==> config.mk <==
export PLATFORM = sky130hd
export DESIGN_NAME = pdcb_bank
export DESIGN_NICKNAME = d
export VERILOG_FILES = /design/src/pdcb_pkg.sv /design/src/pdcb_byte_reg.sv /design/src/pdcb_bank.sv
export SDC_FILE = /design/constraint.sdc
export NUM_CORES = 1
export LEC_CHECK = 0
export ABC_CLOCK_PERIOD_IN_PS = 2900
export CAP_MARGIN = 20
export CORE_MARGIN = 1
export CORE_UTILIZATION = 55
export DETAILED_ROUTE_END_ITERATION = 10
export DONT_BUFFER_PORTS = 1
export PLACE_DENSITY = 0.81
export SYNTH_ARGS = -nofsm -noshare
export SYNTH_HDL_FRONTEND = slang
export SYNTH_SLANG_ARGS = --single-unit
==> constraint.sdc <==
create_clock -name clock_i -period 2.9 [get_ports clock_i]
set_clock_uncertainty 0.1 [all_clocks]
set_input_delay 0.145 -clock clock_i [delete_from_list [all_inputs] [get_ports clock_i]]
set_output_delay 0.145 -clock clock_i [all_outputs]
set_load 0.005 [all_outputs]
==> src/pdcb_pkg.sv <==
// Package holding the divider configuration bank map, defaults and carriers
package pdcb_pkg;

    // =========================================================
    // Register port geometry
    localparam int          PDCB_DATA_W   = 8;
    localparam int          PDCB_ADDR_W   = 8;
    localparam int          PDCB_NUM_REGS = 11;
    localparam int          PDCB_IDX_W    = 4;

    // =========================================================
    // Register offsets
    localparam logic [7:0] OFS_SYNTH_A_INT_DIVIDER_LOW        = 8'h09;
    localparam logic [7:0] OFS_SYNTH_A_LOOP_FILTER_DIV_HIGH   = 8'h0a;
    localparam logic [7:0] OFS_SYNTH_A_CHARGE_PUMP_GAIN       = 8'h0b;
    localparam logic [7:0] OFS_SYNTH_A_SPREAD_REF_DIVIDER     = 8'h0c;
    localparam logic [7:0] OFS_SYNTH_A_SPREAD_FB_DIVIDER_HIGH = 8'h0d;
    localparam logic [7:0] OFS_SYNTH_A_SPREAD_FB_DIVIDER_LOW  = 8'h0e;
    localparam logic [7:0] OFS_OUTPUT_DIVIDER_PAIR            = 8'h0f;
    localparam logic [7:0] OFS_SYNTH_B_INT_DIVIDER_HIGH       = 8'h10;
    localparam logic [7:0] OFS_SYNTH_B_INT_DIVIDER_LOW        = 8'h11;
    localparam logic [7:0] OFS_SYNTH_B_FRAC_DIVIDER_HIGH      = 8'h12;
    localparam logic [7:0] OFS_SYNTH_B_FRAC_DIVIDER_LOW       = 8'h13;

    // First and last mapped offsets
    localparam logic [7:0] OFS_FIRST = OFS_SYNTH_A_INT_DIVIDER_LOW;
    localparam logic [7:0] OFS_LAST  = OFS_SYNTH_B_FRAC_DIVIDER_LOW;

    // =========================================================
    // Power-up defaults, index 0 (offset 0x09) in the low byte
    localparam logic [PDCB_NUM_REGS*8-1:0] RESET_TABLE = {
        8'h00,  // 0x13 fraction low
        8'h00,  // 0x12 fraction high
        8'h3c,  // 0x11 synth b integer low (60)
        8'h00,  // 0x10 synth b integer high
        8'h33,  // 0x0f output dividers 0011 / 0011
        8'h00,  // 0x0e spread feedback low
        8'h00,  // 0x0d spread feedback high
        8'h00,  // 0x0c spread reference
        8'h06,  // 0x0b x1 and divide-by-24
        8'hb2,  // 0x0a loop filter, integer 10:8 (600)
        8'h58   // 0x09 synth a integer low (600)
    };

    // Writable bits; reserved bits stay zero
    localparam logic [PDCB_NUM_REGS*8-1:0] WMASK_TABLE = {
        8'hff, 8'hff, 8'hff, 8'h07, 8'hff, 8'hff,
        8'hff, 8'hff, 8'hff, 8'hff, 8'hff
    };

    // =========================================================
    // Field positions
    localparam int POS_RES_HUNDRED     = 7;
    localparam int POS_RES_FIFTY       = 6;
    localparam int POS_RES_TWENTYFIVE  = 5;
    localparam int POS_RES_TWELVE_HALF = 4;
    localparam int POS_RES_ONE_ONLY    = 3;
    localparam int POS_PUMP_DIV_24     = 1;
    localparam int POS_PUMP_DIV_3      = 0;
    localparam int POS_SPREAD_REF_CTRL = 7;
    // Multi-bit fields: lowest bit and width inside their byte
    localparam int POS_INT_UPPER       = 0;
    localparam int W_INT_UPPER         = 3;
    localparam int POS_PUMP_GAIN       = 2;
    localparam int W_PUMP_GAIN         = 6;
    localparam int POS_SPREAD_REF      = 0;
    localparam int W_SPREAD_REF        = 7;
    localparam int POS_OUT_DIV_ONE     = 4;
    localparam int POS_OUT_DIV_TWO     = 0;
    localparam int W_OUT_DIV           = 4;

    // =========================================================
    // Carriers
    typedef struct packed {
        logic        synth_a_loop_res_hundred;
        logic        synth_a_loop_res_fifty;
        logic        synth_a_loop_res_twentyfive;
        logic        synth_a_loop_res_twelve_half;
        logic        synth_a_loop_res_one_only;
        logic [10:0] fb_integer;
        logic [5:0]  pump_gain;      // x32 .. x1, MSB first
        logic        synth_a_pump_div_24;
        logic        synth_a_pump_div_3;
        logic        synth_a_spread_ref_ctrl_bit;
        logic [6:0]  synth_a_spread_ref_divider;
        logic [15:0] synth_a_spread_fb_divider;
    } pdcb_synth_a_t;

    typedef struct packed {
        logic [3:0]  output_divider_one;
        logic [3:0]  output_divider_two;
    } pdcb_out_div_t;

    typedef struct packed {
        logic [2:0]  synth_b_fb_integer_upper;
        logic [7:0]  synth_b_fb_integer_lower;
        logic [15:0] synth_b_fb_fraction;
    } pdcb_synth_b_t;

endpackage

==> src/pdcb_byte_reg.sv <==
// One configuration byte with power-up default and writable-bit mask
`timescale 1ns/1ps
module pdcb_byte_reg #(
    parameter logic [7:0] RESET_VAL = 8'h00,
    parameter logic [7:0] WMASK     = 8'hff
) (
    // Clock and reset
    input  wire logic       clock_i,
    input  wire logic       rst_b_i,
    // Write port
    input  wire logic       wr_en_i,
    input  wire logic [7:0] wdata_i,
    // Stored value
    output logic      [7:0] value_o
);

    // =========================================================
    // Storage
    // Masked bits keep their default, which is zero for reserved bits
    always_ff @(posedge clock_i) begin
        if (!rst_b_i) begin
            value_o <= RESET_VAL;
        end else if (wr_en_i) begin
            value_o <= (wdata_i & WMASK) | (value_o & ~WMASK);
        end
    end

endmodule

==> src/pdcb_bank.sv <==
// Byte-wide divider configuration bank for the clock synthesizers
// Behaviour
// - Bits 7..4 at 0x0a add loop resistors
// - Bit 3 at 0x0a selects 1k only
// - 0x0a bits 2..0 are divider 10:8
// - 0x09 holds divider low byte
// - 0x0b pump gains and divide terms
// - 0x0c spread reference divider plus control
// - 0x0d/0x0e form spread feedback divider
// - 0x0f high nibble is output divider one
// - 0x0f low nibble is output divider two
// - 0x10/0x11 form second integer divider
// - 0x12 is fraction high byte
// - 0x13 is fraction low byte
`timescale 1ns/1ps
module pdcb_bank #(
    parameter int NUM_REGS = pdcb_pkg::PDCB_NUM_REGS
) (
    // Clock and reset
    input  wire logic                          clock_i,
    input  wire logic                          rst_b_i,
    // Byte register port from the serial engine
    input  wire logic                          wr_en_i,
    input  wire logic                          rd_en_i,
    input  wire logic [pdcb_pkg::PDCB_ADDR_W-1:0] addr_i,
    input  wire logic [pdcb_pkg::PDCB_DATA_W-1:0] wdata_i,
    output logic      [pdcb_pkg::PDCB_DATA_W-1:0] rdata_o,
    output logic                               rd_valid_o,
    // Decoded settings toward the analog loops
    output pdcb_pkg::pdcb_synth_a_t            synth_a_o,
    output pdcb_pkg::pdcb_out_div_t            out_div_o,
    output pdcb_pkg::pdcb_synth_b_t            synth_b_o
);
    import pdcb_pkg::*;

    // =========================================================
    // Address decode
    // Reads and writes share one address, so one decode serves both
    // Offsets outside the bank match nothing and are dropped
    // True when the offset lands inside the bank
    function automatic logic addr_hit(input logic [7:0] a);
        addr_hit = (a >= OFS_FIRST) && (a <= OFS_LAST);
    endfunction

    // Bank index of an offset
    // Only meaningful while addr_hit is true; the spare codes of
    // the index never select a byte
    function automatic logic [PDCB_IDX_W-1:0] addr_index(
        input logic [7:0] a);
        logic [7:0] d;
        d = a - OFS_FIRST;
        addr_index = d[PDCB_IDX_W-1:0];
    endfunction

    // Bank state and write decode
    logic [7:0]            regs [NUM_REGS];  // Stored bytes
    logic [NUM_REGS-1:0]   wr_sel;           // Per-byte write strobe
    logic                  wr_hit;           // Write lands in bank
    logic [PDCB_IDX_W-1:0] wr_idx;           // Write byte index

    assign wr_hit = addr_hit(addr_i);
    assign wr_idx = addr_index(addr_i);

    // =========================================================
    // Byte storage
    // One strobe per byte; unmapped writes touch nothing
    // Each byte carries its own default and writable-bit mask,
    // so reserved bits keep reading zero whatever is written
    genvar g;
    generate
        for (g = 0; g < NUM_REGS; g = g + 1) begin : g_byte
            assign wr_sel[g] = wr_en_i && wr_hit
                               && (wr_idx == PDCB_IDX_W'(g));
            pdcb_byte_reg #(
                .RESET_VAL (RESET_TABLE[g*8 +: 8]),
                .WMASK     (WMASK_TABLE[g*8 +: 8])
            ) u_byte (
                .clock_i (clock_i),
                .rst_b_i (rst_b_i),
                .wr_en_i (wr_sel[g]),
                .wdata_i (wdata_i),
                .value_o (regs[g])
            );
        end
    endgenerate

    // =========================================================
    // Bank index constants
    // Each mapped offset as a slot in the byte array; worked out
    // from the offset table so a moved offset needs no edit here
    // First synthesizer integer divider, low byte
    localparam int I09 = int'(OFS_SYNTH_A_INT_DIVIDER_LOW - OFS_FIRST);
    // Loop filter selects with integer divider upper bits
    localparam int I0A = int'(OFS_SYNTH_A_LOOP_FILTER_DIV_HIGH - OFS_FIRST);
    // Charge pump weights and divide terms
    localparam int I0B = int'(OFS_SYNTH_A_CHARGE_PUMP_GAIN - OFS_FIRST);
    // Spread spectrum reference divider
    localparam int I0C = int'(OFS_SYNTH_A_SPREAD_REF_DIVIDER - OFS_FIRST);
    // Spread spectrum feedback divider, high then low byte
    localparam int I0D = int'(OFS_SYNTH_A_SPREAD_FB_DIVIDER_HIGH - OFS_FIRST);
    localparam int I0E = int'(OFS_SYNTH_A_SPREAD_FB_DIVIDER_LOW - OFS_FIRST);
    // Output divider pair
    localparam int I0F = int'(OFS_OUTPUT_DIVIDER_PAIR - OFS_FIRST);
    // Second synthesizer integer divider, upper then low byte
    localparam int I10 = int'(OFS_SYNTH_B_INT_DIVIDER_HIGH - OFS_FIRST);
    localparam int I11 = int'(OFS_SYNTH_B_INT_DIVIDER_LOW - OFS_FIRST);
    // Second synthesizer fraction, high then low byte
    localparam int I12 = int'(OFS_SYNTH_B_FRAC_DIVIDER_HIGH - OFS_FIRST);
    localparam int I13 = int'(OFS_SYNTH_B_FRAC_DIVIDER_LOW - OFS_FIRST);

    // =========================================================
    // Read port
    // Registered read; unmapped offsets answer zero
    // The answer is picked before the edge, so a write to the same
    // byte in the same cycle shows up only on the following read
    logic [PDCB_DATA_W-1:0] next_rdata;  // Byte the next read returns

    // Read mux on the shared address decode
    always_comb begin
        // Unmapped offsets answer zero
        next_rdata = 8'h00;
        if (wr_hit) begin
            // Mapped offset: stored byte, reserved bits already zero
            next_rdata = regs[wr_idx];
        end
    end

    // Read data register; holds until the next read strobe
    always_ff @(posedge clock_i) begin
        if (!rst_b_i) begin
            // Reset clears the answer
            rdata_o <= 8'h00;
        end else if (rd_en_i) begin
            // Load on every read strobe
            rdata_o <= next_rdata;
        end
    end

    // One-cycle marker that read data is fresh
    // Follows the read strobe one edge late and drops after one
    // cycle, since each strobe is a single-cycle pulse
    // The host picks up rdata_o while this marker stands
    always_ff @(posedge clock_i) begin
        if (!rst_b_i) begin
            rd_valid_o <= 1'b0;
        end else begin
            rd_valid_o <= rd_en_i;
        end
    end

    // =========================================================
    // First synthesizer settings
    // Every field is wired straight from a byte flop, so a setting
    // moves on the edge after its byte is written
    // Loop filter resistor selects; a set bit adds its resistor,
    // a clear bit bypasses it, and the one-only select leaves
    // just the small fixed resistance in the filter
    assign synth_a_o.synth_a_loop_res_hundred =
        regs[I0A][POS_RES_HUNDRED];
    assign synth_a_o.synth_a_loop_res_fifty =
        regs[I0A][POS_RES_FIFTY];
    assign synth_a_o.synth_a_loop_res_twentyfive =
        regs[I0A][POS_RES_TWENTYFIVE];
    assign synth_a_o.synth_a_loop_res_twelve_half =
        regs[I0A][POS_RES_TWELVE_HALF];
    assign synth_a_o.synth_a_loop_res_one_only =
        regs[I0A][POS_RES_ONE_ONLY];
    // Integer feedback divider, upper three then low byte
    // The halves live in two bytes with no shadow, so the loop
    // sees a mixed value until the host has written both
    // Values below twelve are not refused; the host avoids them
    assign synth_a_o.fb_integer =
        {regs[I0A][POS_INT_UPPER +: W_INT_UPPER],
         regs[I09]};
    // Charge pump weights and divide terms
    // Weights run from x32 in the top bit down to x1; reset
    // leaves x1 with the divide-by-24 term
    assign synth_a_o.pump_gain =
        regs[I0B][POS_PUMP_GAIN +: W_PUMP_GAIN];
    assign synth_a_o.synth_a_pump_div_24 =
        regs[I0B][POS_PUMP_DIV_24];
    assign synth_a_o.synth_a_pump_div_3 =
        regs[I0B][POS_PUMP_DIV_3];
    // Spread spectrum dividers
    // All clear at reset; the feedback divider shares the
    // two-byte update hazard of the integer divider
    assign synth_a_o.synth_a_spread_ref_ctrl_bit =
        regs[I0C][POS_SPREAD_REF_CTRL];
    assign synth_a_o.synth_a_spread_ref_divider =
        regs[I0C][POS_SPREAD_REF +: W_SPREAD_REF];
    assign synth_a_o.synth_a_spread_fb_divider =
        {regs[I0D], regs[I0E]};

    // =========================================================
    // Output dividers
    // Two independent nibbles sharing one byte; a single write
    // updates both at once, and both power up at the same code
    // Upper nibble
    assign out_div_o.output_divider_one =
        regs[I0F][POS_OUT_DIV_ONE +: W_OUT_DIV];
    // Lower nibble
    assign out_div_o.output_divider_two =
        regs[I0F][POS_OUT_DIV_TWO +: W_OUT_DIV];

    // =========================================================
    // Second synthesizer settings
    // Integer divider upper bits; the reserved top of that byte
    // is masked at the write and never reaches the loop
    assign synth_b_o.synth_b_fb_integer_upper =
        regs[I10][POS_INT_UPPER +: W_INT_UPPER];
    // Integer divider low byte
    assign synth_b_o.synth_b_fb_integer_lower =
        regs[I11];
    // Fraction, high byte then low byte
    // A fraction change takes two writes; the loop sees the
    // half-updated value in between
    assign synth_b_o.synth_b_fb_fraction =
        {regs[I12],
         regs[I13]};

endmodule

==> results.sh, run 1 <==
export IMPL_drt_iter0_markers=387
export IMPL_seq_area_frac_synth=0.450
export IMPL_drv_slew=0
export IMPL_dieWidth_um=88.3
export IMPL_cts_sinks=92
export IMPL_cp_start_kind="input port"
export IMPL_stdcell_area_mm2=0.00442
export IMPL_syn_area_mm2=0.00409
export IMPL_antennaDiodeCount=0
export IMPL_worstSkewPairLatency_ps=360
export IMPL_synth_largest_area_cell="dfxtp_1"
export IMPL_final_nets=439
export IMPL_rsz0062_at_grt="false"
export IMPL_power_total_mw=2.31
export IMPL_ys_top_cells_by_area="dfxtp_1 45%, mux2i_1 10%, o21ai_0 7.1%"
export IMPL_h_tree_depth=3
export IMPL_coreArea_mm2=0.00721
export IMPL_cp_slowest_cell="dlygate4sd3_1"
export IMPL_crit_path_end_kind="flop"
export IMPL_tightestPinTransition_ps=814
export IMPL_vdd_drop_max_mv=0.331
export IMPL_nFillCells=614
export IMPL_slew_headroom=0.458
export IMPL_async_flop_share=0
export IMPL_fin_setup_tns_ps=0
export IMPL_globalRoute_totalOverflow=0
export IMPL_fin_crit_ps=2440
export IMPL_worstPathArrival_ps=2600
export IMPL_antenna_found_initial=0
export IMPL_drive_above_1_share=0.117
export IMPL_vias=3343
export IMPL_setup_viol=0
export IMPL_hold_violations=2
export IMPL_fin_ws_ps=464
export IMPL_dr_pass1_iters=5
export IMPL_path_clk_slew_ps=100
export IMPL_grt_pass1_wl_um=17000
export IMPL_cts_buffers=9
export IMPL_drc=0
export IMPL_worstPathRequired_ps=3060
export IMPL_stdcell_count=519
export IMPL_status="finished with violations"
export IMPL_synth_top_area_share=0.450
export IMPL_grt_max_degree=85
export IMPL_hpwl_um=7800
export IMPL_die_height_um=88.3
export IMPL_synth_flop_cell="dfxtp_1"
export IMPL_cp_cell_sequence="inv_1 > ha_1 > nor3b_1 > o2bb2ai_4 > o2111ai_2 > mux2i_1 > nand2_1 > dlygate4sd3_1"
export IMPL_violations="negative hold slack"
export IMPL_max_cap_violations=0
export IMPL_fin_crit_sh=0.840
export IMPL_critical_path_max_fanout=25
export IMPL_final_common_cell="dfxtp_1"
export IMPL_leakagePower_nw=1.78
export IMPL_critical_path_max_stage_delay_ps=560
export IMPL_cellPowerDensity_mw_per_mm2=523
export IMPL_ios=112
export IMPL_post_cts_resize_count=0
export IMPL_synth_edf_count=0
export IMPL_synth_warnings=0
export IMPL_finalCoreUtilization=0.613
export IMPL_cts_root_buf="clkbuf_8"
export IMPL_register_area_mm2=0.00184
export IMPL_cts_tree="yes"
export IMPL_layout_common_cells="92 x dfxtp_1, 58 x o21ai_0, 55 x nand2_1, 48 x nand3_1, 42 x mux2i_1"
export IMPL_clk_path_buf_depth=2
export IMPL_multi_input_area_mm2=0.00210
export IMPL_drt_total_wl_um=11400
export IMPL_min_path_type="in2reg"
export IMPL_ys_ff_latch=92
export IMPL_postRouteAntennaNets=0
export IMPL_initial_core_util=0.567
export IMPL_grt_use_total=0.299
export IMPL_place_ws_ps=654
export IMPL_gp_congestion=0.906
export IMPL_syn_area_per_cell_um2=9.76
export IMPL_dpl_cell_area_mm2=0.00411
export IMPL_hold_slack_ps=-3.62
export IMPL_wl_per_cell_um=21.9
export IMPL_area_delta_synth_final_pct=8.13
export IMPL_via_per_inst=6.44
export IMPL_syn_inst=419
export IMPL_grt_pass1_vias=3138
export IMPL_crit_type="in2reg"
export IMPL_die_area_mm2=0.00779
export IMPL_io_buffer_count=0
export IMPL_ys_types=43
export IMPL_dp_cells=492
export IMPL_fmax_ghz=0.411
export IMPL_syn_nets=443
export IMPL_rows=31
-- registers in the layout (all words and copies together) (netlist names) --
register	flops
rd_valid_o	1
rdata_o	8
g_byte.u_byte.value_o	83
-- layout make-up --
type,instances,area share
Timing Repair Buffer,15,0.0356
Tap cell,99,0.0280
Clock buffer,12,0.0305
Multi-Input combinational cell,294,0.476
Clock inverter,4,0.0113
Sequential cell,92,0.416
Inverter,3,0.00255
-- worst paths after layout --
path	start	to	slack, ps	cells past startpoint
hold / removal	rst_b_i	g_byte[6].u_byte.value_o[1]	-4	2
hold reg to reg	g_byte[10].u_byte.value_o[3]	g_byte[10].u_byte.value_o[3]	410	2
setup / recovery	addr_i[0]	g_byte[2].u_byte.value_o[1]	460	8
setup reg to reg	g_byte[0].u_byte.value_o[6]	rdata_o[6]	1280	5
-- critical path: cells and delay by family --
kind | cells | cell delay, ps
buffers and inverters | 2 | 740
AO/OA/AOI/OAI | 2 | 540
AND/OR/NAND/NOR | 2 | 480
multiplexers | 1 | 270
adder cells (fa/ha/maj) | 1 | 410
-- per-layer routing --
layer | share of wire | up-vias | global-route usage
met5 | 0 | - | 0
met1 | 0.39 | 1585 | 0.377
met2 | 0.47 | 205 | 0.464
met3 | 0.11 | 36 | 0.0905
met4 | 0.037 | 0 | 0.157
li1 | - | 1517 | -
-- kinds of logic after synthesis --
kind of cell	count (synthesis)	synth area share
AO/OA/AOI/OAI	98	0.154
multiplexers	60	0.183
adder cells (fa/ha/maj)	4	0.0122
flip-flops	92	0.450
buffers and inverters	33	0.0355
XOR/XNOR	2	0.00428
AND/OR/NAND/NOR	130	0.161
-- power breakdown --
group | internal [mW] | switching (mW)
sequential | 1.26 | 0.00214
combinational | 0.0795 | 0.120
clock | 0.399 | 0.449
-- synth_stat cells, types with 7 or more instances --
master,number
dfxtp_1,92
mux4_2,11
nor2_1,8
o21ai_1,14
a22oi_1,7
nand2_1,55
mux2i_1,42
clkbuf_1,9
buf_2,14
nand3_1,48
mux2_2,7
o21ai_0,58
-- what timing repair did --
| action | 4_1_cts | 5_1_grt |
|---|---|---|
| endpoints found under the hold margin | 84 | 0 |
| buffers inserted | 0 | 0 |
| hold buffers | 11 | 0 |
| endpoints found under the setup margin | 0 | 0 |
(Power assumes the default switching activity.)
==> run 2, diff against run 1 <==
- ABC_CLOCK_PERIOD_IN_PS: 2900 -> 2200
- PLACE_DENSITY: 0.81 -> 0.84
- clock period: 2.9 -> 2.2 ns (I/O delays scaled with it)
==> results.sh, run 2 (synthesized netlist as in run 1, its figures left out) <==
export IMPL_status="finished with violations"
export IMPL_violations="negative hold slack"
export IMPL_endpoint="g_byte[6].u_byte.value_o[1]"
export IMPL_grt_pass1_wl_um=17000
export IMPL_hpwl_um=7830
export IMPL_stdcell_area_mm2=0.00455
export IMPL_initial_core_util=0.567
export IMPL_post_cts_buffers=0
export IMPL_hold_slack_ps=-0.880
export IMPL_vdd_drop_max_mv=0.396
export IMPL_final_nets=445
export IMPL_drc=0
export IMPL_rows=31
export IMPL_grt_pass1_vias=3231
export IMPL_hold_violations=1
export IMPL_cellPowerDensity_mw_per_mm2=738
export IMPL_reg2reg_from="g_byte[0].u_byte.value_o[6]"
export IMPL_tightestPinTransition_ps=842
export IMPL_ios=112
export IMPL_largest_register_ff_count=83
export IMPL_via_per_inst=6.40
export IMPL_io_buffer_count=0
export IMPL_regToRegSetupSlack_ps=590
export IMPL_clkPwrFrac=0.423
export IMPL_stdcell_count=525
export IMPL_cts_buffers=9
export IMPL_crit_start="addr_i[0]"
export IMPL_reg2reg_to="rdata_o[6]"
export IMPL_slew_headroom=0.437
export IMPL_cellInternalPower_mw=2.60
export IMPL_max_cap_violations=0
export IMPL_grt_use_total=0.292
export IMPL_drt_total_wl_um=11200
export IMPL_rsz0062_at_grt="false"
export IMPL_vias=3358
export IMPL_worstPathRequired_ps=2360
export IMPL_setup_viol=0
export IMPL_comb_power_share=0.080
export IMPL_dr_pass1_iters=5
export IMPL_cp_start_kind="input port"
export IMPL_h_tree_depth=3
export IMPL_leakagePower_nw=1.84
export IMPL_dieWidth_um=88.3
export IMPL_power_switching_mw=0.766
export IMPL_drt_iter0_markers=306
export IMPL_cts_tree="yes"
export IMPL_critical_path_max_fanout=25
export IMPL_worstPathArrival_ps=2190
export IMPL_area_delta_synth_final_pct=11.3
export IMPL_postRouteAntennaNets=0
export IMPL_die_area_mm2=0.00779
export IMPL_globalRoute_totalOverflow=0
export IMPL_path_clk_slew_ps=90
export IMPL_gp_congestion=0.903
export IMPL_min_path_type="in2reg"
export IMPL_wl_per_cell_um=21.3
export IMPL_p_sw_frac=0.228
export IMPL_die_height_um=88.3
export IMPL_fmax_ghz=0.494
export IMPL_drive_above_1_share=0.138
export IMPL_crit_path_end_kind="flop"
export IMPL_crit_type="in2reg"
export IMPL_clk_path_buf_depth=2
export IMPL_p_seq_frac=0.497
export IMPL_coreArea_mm2=0.00721
export IMPL_reg_top3="g_byte.u_byte.value_o (83), rdata_o (8), rd_valid_o (1)"
export IMPL_cts_root_buf="clkbuf_8"
export IMPL_fin_setup_tns_ps=0
export IMPL_r2r_cells=5
export IMPL_drv_slew=0
export IMPL_fin_crit_ps=2020
export IMPL_final_common_cell="dfxtp_1"
export IMPL_antennaDiodeCount=0
export IMPL_cts_sinks=92
export IMPL_largest_register="g_byte.u_byte.value_o"
export IMPL_antenna_found_initial=0
export IMPL_dp_cells=497
export IMPL_grt_max_degree=86
export IMPL_worstSkewPairLatency_ps=370
export IMPL_layout_common_cells="92 x dfxtp_1, 58 x o21ai_0, 55 x nand2_1, 48 x nand3_1, 42 x mux2i_1"
export IMPL_fin_crit_sh=0.920
export IMPL_dpl_cell_area_mm2=0.00415
## run 2: changes by cell type in the layout (fill, tap and decap cells not counted), moves of 2 or more
cell,delta
buf_4,+5
bufinv_16,+2
clkbuf_1,-3
clkbuf_8,+2
## run 2: cell type report
class	instances	area, um^2
Multi-Input combinational cell	294	2110
Sequential cell	92	1840
Clock buffer	11	151
Fill cell	582	2660
Clock inverter	5	106
Tap cell	99	124
Timing Repair Buffer	21	205
Inverter	3	11.3
## run 2: worst min-delay path by stage
stage                                             end  depth (start not counted)        from  slack (ps)
after detailed placement  g_byte[6].u_byte.value_o[0]                          1     rst_b_i          80
after global routing      g_byte[0].u_byte.value_o[7]                          2  wdata_i[7]          20
after global placement    g_byte[6].u_byte.value_o[0]                          1     rst_b_i          80
final                     g_byte[9].u_byte.value_o[7]                          2  wdata_i[7]        -0.9
after CTS                 g_byte[0].u_byte.value_o[5]                          2     rst_b_i           2
after floorplan           g_byte[0].u_byte.value_o[3]                          2  wdata_i[3]         140
## run 2: power groups by stage
stage	registers (mW)	logic, mW	clock network [mW]
6_report	1.67	0.270	1.42
5_1_grt	1.67	0.287	1.48
4_1_cts	1.67	0.264	1.42
3_5_place_dp	1.71	0.217	0
3_3_place_gp	1.71	0.214	0
2_1_floorplan	1.71	0.194	0
## run 2: per-layer routing
layer | wire, um | GRT usage
met3 | 1290 | 0.117
met4 | 283 | 0.126
met1 | 4220 | 0.340
met2 | 5380 | 0.477
met5 | 0 | 0
## run 2: through the flow
stage / hold WS [ps] / util / power [mW] / setup WS [ps]
global placement: 79.0 / 0.575 / 1.92 / 190
floorplan: 135 / - / 1.90 / 29.1
CTS: 1.78 / 0.630 / 3.35 / 89.7
finish: -0.880 / 0.631 / 3.36 / 176
detailed placement: 83.7 / 0.575 / 1.93 / 111
global route: 18.3 / 0.631 / 3.44 / 110
## run 2: worst max-delay path, cell delays in order
cell           delay, ps
inv_1                 40
ha_2                 250
nor3b_2              190
o2bb2ai_4            310
o2111ai_2            210
buf_4                230
mux2i_1              180
nand2_1               80
dlygate4sd3_1        570
## run 2: repair_timing
item | in CTS | in global routing
endpoints found under the hold margin | 89 | 0
endpoints found under the setup margin | 0 | 2
gates resized for setup | 0 | 2
hold buffers | 12 | 0
